**config.mk**
```make
export PLATFORM = sky130hd
export DESIGN_NAME = usb_legacy_keyboard_emulation
export DESIGN_NICKNAME = d
export VERILOG_FILES = /design/src/rtl/kbd_emu_pkg.sv /design/src/rtl/pin_edge_sync.sv /design/src/rtl/usb_legacy_keyboard_emulation.sv
export VERILOG_INCLUDE_DIRS = /design/src /design/src/rtl
export SDC_FILE = /design/constraint.sdc
export NUM_CORES = 1
export LEC_CHECK = 0
export BUFFER_PORTS_ARGS = -buffer_cell sky130_fd_sc_hd__buf_2
export CORE_UTILIZATION = 35
export CTS_BUF_LIST = sky130_fd_sc_hd__clkbuf_4 sky130_fd_sc_hd__clkbuf_8
export CTS_CLUSTER_SIZE = 12
export DETAILED_ROUTE_END_ITERATION = 8
export SLEW_MARGIN = 40
export SYNTH_ARGS = -nofsm -noshare
export SYNTH_HDL_FRONTEND = slang
export SYNTH_HIERARCHICAL = 1
export SYNTH_SLANG_ARGS = --single-unit
```
**constraint.sdc**
```tcl
create_clock -name mclk -period 2.15 [get_ports mclk]
set_clock_uncertainty 0.05 [all_clocks]
set_input_delay 0.215 -clock mclk [delete_from_list [all_inputs] [get_ports mclk]]
set_output_delay 0.215 -clock mclk [all_outputs]
set_load 0.02 [all_outputs]
```
**src/rtl/kbd_emu_consts.svh**
```systemverilog
// Register offsets, field positions, reset values and port numbers of keyboard emulation.
`ifndef KBD_EMU_CONSTS_SVH
`define KBD_EMU_CONSTS_SVH

// ****************************************************************
// Register byte offsets in the operational register space
// ****************************************************************
`define EMU_CONTROL_OFS 12'h100
`define EMU_INPUT_OFS 12'h104
`define EMU_OUTPUT_OFS 12'h108
`define EMU_STATUS_OFS 12'h10c

// ****************************************************************
// Control register fields
// ****************************************************************
`define CTL_WIDTH 9
`define CTL_RESET 9'h010
`define CTL_INTERCEPT 0
`define CTL_SOFT_IRQ 1
`define CTL_CHAR_WAIT 2
`define CTL_KBD_ALLOW 3
`define CTL_EXT_ALLOW 4
`define CTL_A20_SEEN 5
`define CTL_KBD_ROSE 6
`define CTL_MOUSE_ROSE 7
`define CTL_A20_LEVEL 8

// ****************************************************************
// Status register fields
// ****************************************************************
`define ST_RESET 8'h00
`define ST_REPLY_READY 0
`define ST_CAPT_READY 1
`define ST_BOOT_FLAG 2
`define ST_WAS_CMD 3
`define ST_NOT_INHIBIT 4
`define ST_REPLY_MOUSE 5
`define ST_TIMEOUT 6
`define ST_PARITY 7

// ****************************************************************
// Legacy I/O ports and the gate-A20 command
// ****************************************************************
`define PORT_DATA 16'h0060
`define PORT_CMD 16'h0064
`define A20_CMD 8'hd1
`define A20_DATA_BIT 1

`endif

```
**src/rtl/kbd_emu_pkg.sv**
```systemverilog
// Types shared by the keyboard emulation design.
package kbd_emu_pkg;

  typedef logic [7:0] byte_t;
  typedef logic [31:0] word_t;
  typedef logic [11:0] mem_addr_t;
  typedef logic [15:0] io_addr_t;

  // Which emulation register a memory access selects.
  typedef enum logic [2:0] {
    SEL_NONE = 3'b000,
    SEL_CONTROL = 3'b001,
    SEL_INPUT = 3'b010,
    SEL_OUTPUT = 3'b011,
    SEL_STATUS = 3'b100
  } reg_sel_t;

endpackage : kbd_emu_pkg

```
**src/rtl/pin_edge_sync.sv**
```systemverilog
// Three-stage pin synchroniser with agreement filter and rising-edge pulse.
`timescale 1ns/100ps
module pin_edge_sync #(
  parameter int WIDTH = 2
) (
  input wire logic mclk,
  input wire logic reset,
  input wire logic [WIDTH-1:0] pin_in,
  output logic [WIDTH-1:0] level,
  output logic [WIDTH-1:0] rise
);

  // ****************************************************************
  // One synchroniser per line
  // ****************************************************************
  genvar i;
  generate
    for (i = 0; i < WIDTH; i = i + 1) begin : g_line
      logic s1;
      logic s2;
      logic s3;
      logic lvl;
      logic rse;
      logic next_level;
      logic next_rise;

      // Each line keeps its own flops, so no output bit has more than one writer.
      assign level[i] = lvl;
      assign rise[i] = rse;

      // The level only moves once the second and third stages agree.
      always_comb begin
        next_level = lvl;
        next_rise = 1'b0;
        if (s2 == s3) begin
          next_level = s3;
          next_rise = s3 & ~lvl;
        end
      end

      // The first stage is read only by the second, to keep metastability contained.
      always_ff @(posedge mclk) begin
        if (reset) begin
          s1 <= 1'b0;
          s2 <= 1'b0;
          s3 <= 1'b0;
          lvl <= 1'b0;
          rse <= 1'b0;
        end else begin
          s1 <= pin_in[i];
          s2 <= s1;
          s3 <= s2;
          lvl <= next_level;
          rse <= next_rise;
        end
      end
    end
  endgenerate

endmodule : pin_edge_sync

```
**src/rtl/usb_legacy_keyboard_emulation.sv**
```systemverilog
// Legacy keyboard port emulation: port 60h/64h intercept, registers and interrupts.
`timescale 1ns/100ps
`include "kbd_emu_consts.svh"

module usb_legacy_keyboard_emulation (
  input wire logic mclk,
  input wire logic reset,
  input wire logic io_rd,
  input wire logic io_wr,
  input wire kbd_emu_pkg::io_addr_t io_addr,
  input wire kbd_emu_pkg::byte_t io_wdata,
  output kbd_emu_pkg::byte_t io_rdata,
  output logic io_claim,
  input wire logic mem_rd,
  input wire logic mem_wr,
  input wire kbd_emu_pkg::mem_addr_t mem_addr,
  input wire kbd_emu_pkg::word_t mem_wdata,
  output kbd_emu_pkg::word_t mem_rdata,
  output logic mem_ack,
  input wire logic kbc_irq1,
  input wire logic kbc_irq12,
  output logic irq1,
  output logic irq12,
  output logic emu_irq
);
  import kbd_emu_pkg::*;

  // ****************************************************************
  // State
  // ****************************************************************
  logic [`CTL_WIDTH-1:0] control;
  logic [`CTL_WIDTH-1:0] next_control;
  byte_t status;
  byte_t next_status;
  byte_t input_byte;
  byte_t next_input_byte;
  byte_t output_byte;
  byte_t next_output_byte;
  byte_t next_io_rdata;
  logic next_io_claim;
  word_t next_mem_rdata;
  logic next_mem_ack;
  logic next_irq1;
  logic next_irq12;
  logic next_emu_irq;
  logic [1:0] kbc_level;
  logic [1:0] kbc_rise;

  // Register selection from a byte address; used by both read and write paths.
  function automatic reg_sel_t reg_sel(input mem_addr_t addr);
    case (addr)
      `EMU_CONTROL_OFS: reg_sel = SEL_CONTROL;
      `EMU_INPUT_OFS: reg_sel = SEL_INPUT;
      `EMU_OUTPUT_OFS: reg_sel = SEL_OUTPUT;
      `EMU_STATUS_OFS: reg_sel = SEL_STATUS;
      default: reg_sel = SEL_NONE;
    endcase
  endfunction : reg_sel

  // ****************************************************************
  // Keyboard controller interrupt lines
  // ****************************************************************
  // The lines come from another chip, so they are synchronised first.
  pin_edge_sync #(
    .WIDTH(2)
  ) u_kbc_sync (
    .mclk(mclk),
    .reset(reset),
    .pin_in({kbc_irq12, kbc_irq1}),
    .level(kbc_level),
    .rise(kbc_rise)
  );

  // ****************************************************************
  // Port decode and interrupt conditions
  // ****************************************************************
  logic intercept_on;
  logic data_wr;
  logic cmd_wr;
  logic data_rd;
  logic cmd_rd;
  logic a20_cmd;
  logic a20_data;
  logic cond_char;
  logic cond_input;
  logic cond_ext;
  logic soft_assist_irq_flag;

  // Port cycles only count while interception is on.
  assign intercept_on = control[`CTL_INTERCEPT];
  assign data_wr = intercept_on & io_wr & (io_addr == `PORT_DATA);
  assign cmd_wr = intercept_on & io_wr & (io_addr == `PORT_CMD);
  assign data_rd = intercept_on & io_rd & (io_addr == `PORT_DATA);
  assign cmd_rd = intercept_on & io_rd & (io_addr == `PORT_CMD);
  assign a20_cmd = cmd_wr & (io_wdata == `A20_CMD);
  // A data byte that repeats the current A20 level is taken silently; the A20 sequence flag stays set.
  assign a20_data = data_wr & control[`CTL_A20_SEEN]
    & (io_wdata[`A20_DATA_BIT] == control[`CTL_A20_LEVEL]);

  // The three emulation conditions, decoded straight from present state.
  assign cond_char = control[`CTL_CHAR_WAIT] & ~status[`ST_REPLY_READY];
  assign cond_input = status[`ST_CAPT_READY] & intercept_on;
  assign cond_ext = control[`CTL_EXT_ALLOW] & (|kbc_level);
  assign soft_assist_irq_flag = cond_char | cond_input | cond_ext;

  // ****************************************************************
  // Register next values
  // ****************************************************************
  // Memory writes are applied first; port and pin events override them so none is lost.
  always_comb begin
    next_control = control;
    next_status = status;
    next_input_byte = input_byte;
    next_output_byte = output_byte;
    if (mem_wr) begin
      case (reg_sel(mem_addr))
        SEL_CONTROL: begin
          next_control[`CTL_INTERCEPT] = mem_wdata[`CTL_INTERCEPT];
          next_control[`CTL_CHAR_WAIT] = mem_wdata[`CTL_CHAR_WAIT];
          next_control[`CTL_KBD_ALLOW] = mem_wdata[`CTL_KBD_ALLOW];
          next_control[`CTL_EXT_ALLOW] = mem_wdata[`CTL_EXT_ALLOW];
          next_control[`CTL_A20_LEVEL] = mem_wdata[`CTL_A20_LEVEL];
          // Write one clears an edge flag, write zero leaves it.
          if (mem_wdata[`CTL_KBD_ROSE]) begin
            next_control[`CTL_KBD_ROSE] = 1'b0;
          end
          if (mem_wdata[`CTL_MOUSE_ROSE]) begin
            next_control[`CTL_MOUSE_ROSE] = 1'b0;
          end
        end
        SEL_INPUT: next_input_byte = mem_wdata[7:0];
        SEL_OUTPUT: next_output_byte = mem_wdata[7:0];
        SEL_STATUS: next_status = mem_wdata[7:0];
        default: next_control = control;
      endcase
    end
    // Port writes: capture, command/data bit, A20 tracking.
    if (data_wr | cmd_wr) begin
      next_input_byte = io_wdata;
      if (!(a20_cmd | a20_data)) begin
        next_status[`ST_CAPT_READY] = 1'b1;
      end
    end
    if (data_wr) begin
      next_status[`ST_WAS_CMD] = 1'b0;
    end
    if (cmd_wr) begin
      next_status[`ST_WAS_CMD] = 1'b1;
      next_control[`CTL_A20_SEEN] = a20_cmd;
    end
    if (data_rd) begin
      next_status[`ST_REPLY_READY] = 1'b0;
    end
    // A new edge wins over a clear in the same cycle.
    if (kbc_rise[0]) begin
      next_control[`CTL_KBD_ROSE] = 1'b1;
    end
    if (kbc_rise[1]) begin
      next_control[`CTL_MOUSE_ROSE] = 1'b1;
    end
    next_control[`CTL_SOFT_IRQ] = 1'b0;
  end

  // ****************************************************************
  // Answers and interrupt outputs
  // ****************************************************************
  // Every answer is registered, so it appears one cycle after the request.
  always_comb begin
    next_io_rdata = io_rdata;
    if (data_rd) begin
      next_io_rdata = output_byte;
    end else if (cmd_rd) begin
      next_io_rdata = status;
    end
    next_io_claim = data_rd | cmd_rd | data_wr | cmd_wr;
    next_mem_ack = mem_rd | mem_wr;
    next_mem_rdata = 32'h0000_0000;
    if (mem_rd) begin
      case (reg_sel(mem_addr))
        SEL_CONTROL: begin
          next_mem_rdata = {23'h000000, control};
          next_mem_rdata[`CTL_SOFT_IRQ] = soft_assist_irq_flag;
        end
        SEL_INPUT: next_mem_rdata = {24'h000000, input_byte};
        SEL_OUTPUT: next_mem_rdata = {24'h000000, output_byte};
        SEL_STATUS: next_mem_rdata = {24'h000000, status};
        default: next_mem_rdata = 32'h0000_0000;
      endcase
    end
    next_irq1 = intercept_on & control[`CTL_KBD_ALLOW] & status[`ST_REPLY_READY]
      & ~status[`ST_REPLY_MOUSE];
    next_irq12 = intercept_on & control[`CTL_KBD_ALLOW] & status[`ST_REPLY_READY]
      & status[`ST_REPLY_MOUSE];
    next_emu_irq = soft_assist_irq_flag;
  end

  // ****************************************************************
  // Registers
  // ****************************************************************
  always_ff @(posedge mclk) begin
    if (reset) begin
      control <= `CTL_RESET;
      status <= `ST_RESET;
      input_byte <= 8'h00;
      output_byte <= 8'h00;
      io_rdata <= 8'h00;
      io_claim <= 1'b0;
      mem_rdata <= 32'h0000_0000;
      mem_ack <= 1'b0;
      irq1 <= 1'b0;
      irq12 <= 1'b0;
      emu_irq <= 1'b0;
    end else begin
      control <= next_control;
      status <= next_status;
      input_byte <= next_input_byte;
      output_byte <= next_output_byte;
      io_rdata <= next_io_rdata;
      io_claim <= next_io_claim;
      mem_rdata <= next_mem_rdata;
      mem_ack <= next_mem_ack;
      irq1 <= next_irq1;
      irq12 <= next_irq12;
      emu_irq <= next_emu_irq;
    end
  end
endmodule : usb_legacy_keyboard_emulation

```
== Word level (Yosys, flattened, before mapping) ==
Index checks and enable logic that the tools add are counted.
Storage, ports and cells
  register bits: 88
  input bits: 76
  output and inout bits: 45
  logic and storage cells: 126
Operators by class
  eq/ne operators: 18
  mux-type cells: 24
  bitwise operators: 33
  reduce and logical (&&, ||, !) cells: 23
Operators with widths (count)
  $eq 12x9->1 const B: 4
  $mux 8: 6
  $pmux 9 s4: 1
  $eq 16x7->1 const B: 2
  $and 1x1->1: 18
  $reduce_bool 2->1: 9
  $eq 3x2->1 const B: 4
  $pmux 3 s4: 1
  $mux 1: 10
  $reduce_and 2->1: 5
  $reduce_or 2->1: 5
  $mux 3: 3
  $eq 8x8->1 const B: 1
  $mux 4: 2
  $or 1x1->1: 8
  $not 1->1: 7
  $eq 3x1->1 const B: 2
  $eq 3x3->1 const B: 2
  $reduce_and 3->1: 2
  $reduce_bool 3->1: 2
  $eq 1x1->1: 3
  $mux 2: 1

== Longest topological paths before layout ==
  depth after elaboration: 8
  gate-level depth with buffers: 5
  mapped depth without buffers: 4

== Hierarchy ==
Netlist, hierarchy kept.
Modules (own cells, without submodules)
  usb_legacy_keyboard_emulation: instances 1, cells each 251, area each 2618.8 um^2, sequential area each 1081.0 um^2
  pin_edge_sync: instances 1, cells each 28, area each 327.8 um^2, sequential area each 200.2 um^2

== Worst setup path before layout ==
Ideal clock, no wire load.
  kind: input to register
  from: in mem_addr[1]
  to: reg mem_rdata[8]
  setup time: 0.087 ns
  data arrival time: 1.395 ns
  data required time: 2.013 ns
  setup slack: 0.618 ns
  cell stages on the path: 5
  path buffers: 1
  path through: nor4b_4 nand3_2 or3_1 buf_2 nor4b_4
Between the ends
  word-level cells in the longest chain between the ends: 5
  elaborated cells between the ends (all ways): 11
  those cells by class: 8 x eq/ne; 3 x mux
RTL lines
  from (decl): line usb_legacy_keyboard_emulation.sv:16  | input wire kbd_emu_pkg::mem_addr_t mem_addr,
  $eq 12x9->1: line usb_legacy_keyboard_emulation.sv:51  | case (addr)
  $pmux 3 s4 (*): line usb_legacy_keyboard_emulation.sv:51
  $mux 3 (*): line usb_legacy_keyboard_emulation.sv:178  | if (mem_rd) begin
  $eq 3x3->1, or another cell as far along: line usb_legacy_keyboard_emulation.sv:179  | case (reg_sel(mem_addr))
  $pmux 9 s4 (*): line usb_legacy_keyboard_emulation.sv:179
  to (signal assigned): line usb_legacy_keyboard_emulation.sv:220  | mem_rdata <= next_mem_rdata;
  to (decl): line usb_legacy_keyboard_emulation.sv:18  | output kbd_emu_pkg::word_t mem_rdata,
Every way passes the cells marked *; elsewhere a longest branch is shown, timed or not. The select of a mux whose other input is x is not followed.
A chain may end at the register's enable or synchronous reset.

== Final worst setup path ==
  from: reg control[0]
  to: reg control[5]
Between the ends
  word-level cells in the longest chain between the ends: 4
RTL lines
  from (decl): line usb_legacy_keyboard_emulation.sv:31  | logic [`CTL_WIDTH-1:0] control;
  from (signal assigned): line usb_legacy_keyboard_emulation.sv:202  | control <= `CTL_RESET;
  from (signal assigned): line usb_legacy_keyboard_emulation.sv:214  | control <= next_control;
  $and 1x1->1 (*) (2 in a row): line usb_legacy_keyboard_emulation.sv:92  | assign cmd_wr = intercept_on & io_wr & (io_addr == `PORT_CMD);
  $and 1x1->1: line usb_legacy_keyboard_emulation.sv:95  | assign a20_cmd = cmd_wr & (io_wdata == `A20_CMD);
  $mux 1: line usb_legacy_keyboard_emulation.sv:147  | if (cmd_wr) begin
Every way passes the cells marked *; elsewhere a longest branch is shown, timed or not.

==> flow_summary.yaml <==
status:
  status: "complete, no violations"
critical_path:
  cp-startpoint: "control[0]"
  critPathBufInv: 1
  required_ns: 2.37
  crit_chain: "nand3_1, buf_4, or4b_1, a21oi_1"
  ff2ff_path_depth: 4
  r2r_end: "control[5]"
  cp_max_fo: 8
  path_class: "reg -> reg"
  rrSetupSlack_ns: 0.47
  end_kind: "flip-flop"
  critical_path.top_delay_family: "simple AND/OR/NAND/NOR gates"
  arrival_ns: 1.91
  slowest_delay_ns: 0.52
  path_depth: 4
  startpoint_type: "flip-flop"
  r2r-start: "control[0]"
  critPathCapture: "control[5]"
  slowest_stage: "dfxtp_1"
timing:
  fin_crit_sh_pct: 78.3
  setup_tns_ns: 0
  maxSlewViolCount: 0
  min_period_ns: 1.68
  setup_viol: 0
  worst_pin_slew_ns: 0.747
  relSlewSlack_pct: 50.2
  timing.hold.ws_ns: 0.0364
  hold_viol: 0
  rsz0062_at_grt: "no"
  max_freq_ghz: 0.594
finish:
  fin_nets: 437
  layout_common_cells: "buf_2 (74), dfxtp_1 (64), mux2i_1 (28), nor2_1 (27), conb_1 (23)"
  regArea_um2: 1280
  area_delta_synth_final_pct: 21.0
  drive_gt1_share_pct: 34.2
  antenna_cells: 0
  final_common_cell: "buf_2"
  multi_input_area_um2: 1480
  fillCellCount: 810
  fin_util_pct: 43.6
clock_network:
  cts.repair.resized: 0
  hold_buffers: 0
  cts.path.max_buffers: 2
  root_buffer: "clkbuf_8"
  insertion_delay_ns: 0.35
  cts_setup_buffers: 0
  htree_levels: 3
  clock-sinks: 64
  cts_buffers: 9
  cts_tree: "yes"
  path_clk_slew_ns: 0.07
floorplan:
  die_h_um: 93.8
  rows: 33
  die_x_um: 93.8
  ios: 121
  die_area_um2: 8790
  start_util_pct: 36.0
  coreArea_um2: 8180
synthesis:
  async_reset_ff_share_pct: 0
  synthFlopType: "dfxtp_1"
  ys_ff_latch: 64
  yosys.area.top_type: "dfxtp_1"
  syn_area_um2: 2950
  synth-compound-area-share_pct: 9.81
  synth_adder_area_share_pct: 0
  yosysUniqueCellTypes: 45
  ys_warn_count: 6
  postSynthCellCount: 279
  synth_top_area_share_pct: 43.5
  synthXorXnorAreaFrac_pct: 0.297
  synth_top_family_by_area: "simple AND/OR/NAND/NOR gates"
  synthMuxAreaShare_pct: 15.2
  syn_area_per_cell_um2: 10.6
  synthSimpleGateAreaFrac_pct: 21.8
  ys_seq_area_share_pct: 43.5
  synth-edff-count: 0
  ys_top_cells_by_area: "dfxtp_1 (43%), mux2i_1 (9.5%), buf_4 (6.9%)"
detailed_routing:
  firstDrtPassIters: 4
  vias: 2352
  drc: 0
  wl_per_cell_um: 15.4
  wirelength_um: 7270
  drt_iter0_markers: 70
  postRouteAntennaNets: 0
  viasPerCell: 4.99
worst_hold_path:
  hp-class: "in -> reg"
  hold_depth: 2
global_route:
  grt_max_degree: 33
  grt_pass1_vias: 2266
  grt_pass1_wl_um: 11300
  gr-usage-all-layers_pct: 17.5
  overflow: 0
  antenna_found_initial: 0
power:
  powerDensity_nw_per_um2: 685
  power_leakage_nw: 1.67
  power_mw: 2.44
  peakVddDrop_mv: 0.469
job:
  maxCapViolCount: 0
placed_design:
  gp_congestion: 0.847
  port_buffers: 74
  place_hpwl_um: 5270
==> per-stage QoR <==
| stage | instances | area [µm²] | worst slack [ns] |
|---|---|---|---|
| 2_1_floorplan | 301 | 3030 | 0.618 |
| 3_3_place_gp | 455 | 3360 | 0.280 |
| 3_5_place_dp | 455 | 3360 | 0.256 |
| 4_1_cts | 471 | 3570 | 0.467 |
| 5_1_grt | 471 | 3570 | 0.388 |
| 6_report | 471 | 3570 | 0.466 |
==> registers in the layout, indices dropped and copies added, names as in the netlist, 2 cells and up <==
name / count
u_kbc_sync/g_line.s2: 2
u_kbc_sync/g_line.rse: 2
mem_rdata: 9
status: 8
control: 8
output_byte: 8
u_kbc_sync/g_line.s1: 2
io_rdata: 8
u_kbc_sync/g_line.s3: 2
input_byte: 8
u_kbc_sync/g_line.lvl: 2
==> cells by family after synthesis <==
logic type	count (synthesis)
multiplexers	36
flip-flops	64
buffers and inverters	40
AND/OR/NAND/NOR	96
other	1
AO/OA/AOI/OAI	41
XOR/XNOR	1
==> final cells by class <==
cell class                 instances  area share [%]
clock buffer                      11            4.25
clock inverter                     5            1.54
inverter                           3           0.316
multi-input combinational        197            41.4
sequential                        64            35.9
tap                              105            3.68
timing repair buffer              86            12.9
==> synthesized netlist by cell type, drive strengths merged (5+ instances only) <==
master and number:
a211oi 9, a21oi 7, buf 28, clkbuf 9, dfxtp 64, mux2i 28, mux4 7, nand2 5
nand4 5, nor2 27, nor2b 9, nor3 13, nor4 7, o22ai 8, o2bb2ai 8
==> worst min-delay path by stage <==
stage | start | to | slack [ns]
6_report | kbc_irq1 | u_kbc_sync/g_line[0].s1 | 0.04
5_1_grt | kbc_irq1 | u_kbc_sync/g_line[0].s1 | 0.02
4_1_cts | kbc_irq1 | u_kbc_sync/g_line[0].s1 | 0.02
3_5_place_dp | u_kbc_sync/g_line[1].s1 | u_kbc_sync/g_line[1].s2 | 0.39
3_3_place_gp | u_kbc_sync/g_line[1].s1 | u_kbc_sync/g_line[1].s2 | 0.38
2_1_floorplan | reset | u_kbc_sync/g_line[0].lvl | 0.23
==> report_power, final <==
| group | switching (mW) | internal, mW | total [mW] |
|---|---|---|---|
| combinational | 0.120 | 0.0663 | 0.186 |
| clock | 0.468 | 0.594 | 1.06 |
| sequential | 0.00224 | 1.19 | 1.19 |
==> routing by layer <==
metal | wire length (µm) | track usage, % | vias to the layer above
li1 | - | - | 1145
met4 | 104 | 6.79 | 0
met5 | 0 | 0 | -
met1 | 3200 | 20.6 | 1119
met3 | 468 | 5.83 | 10
met2 | 3500 | 29.2 | 78
Note: power is estimated with default switching activity, not from simulation.
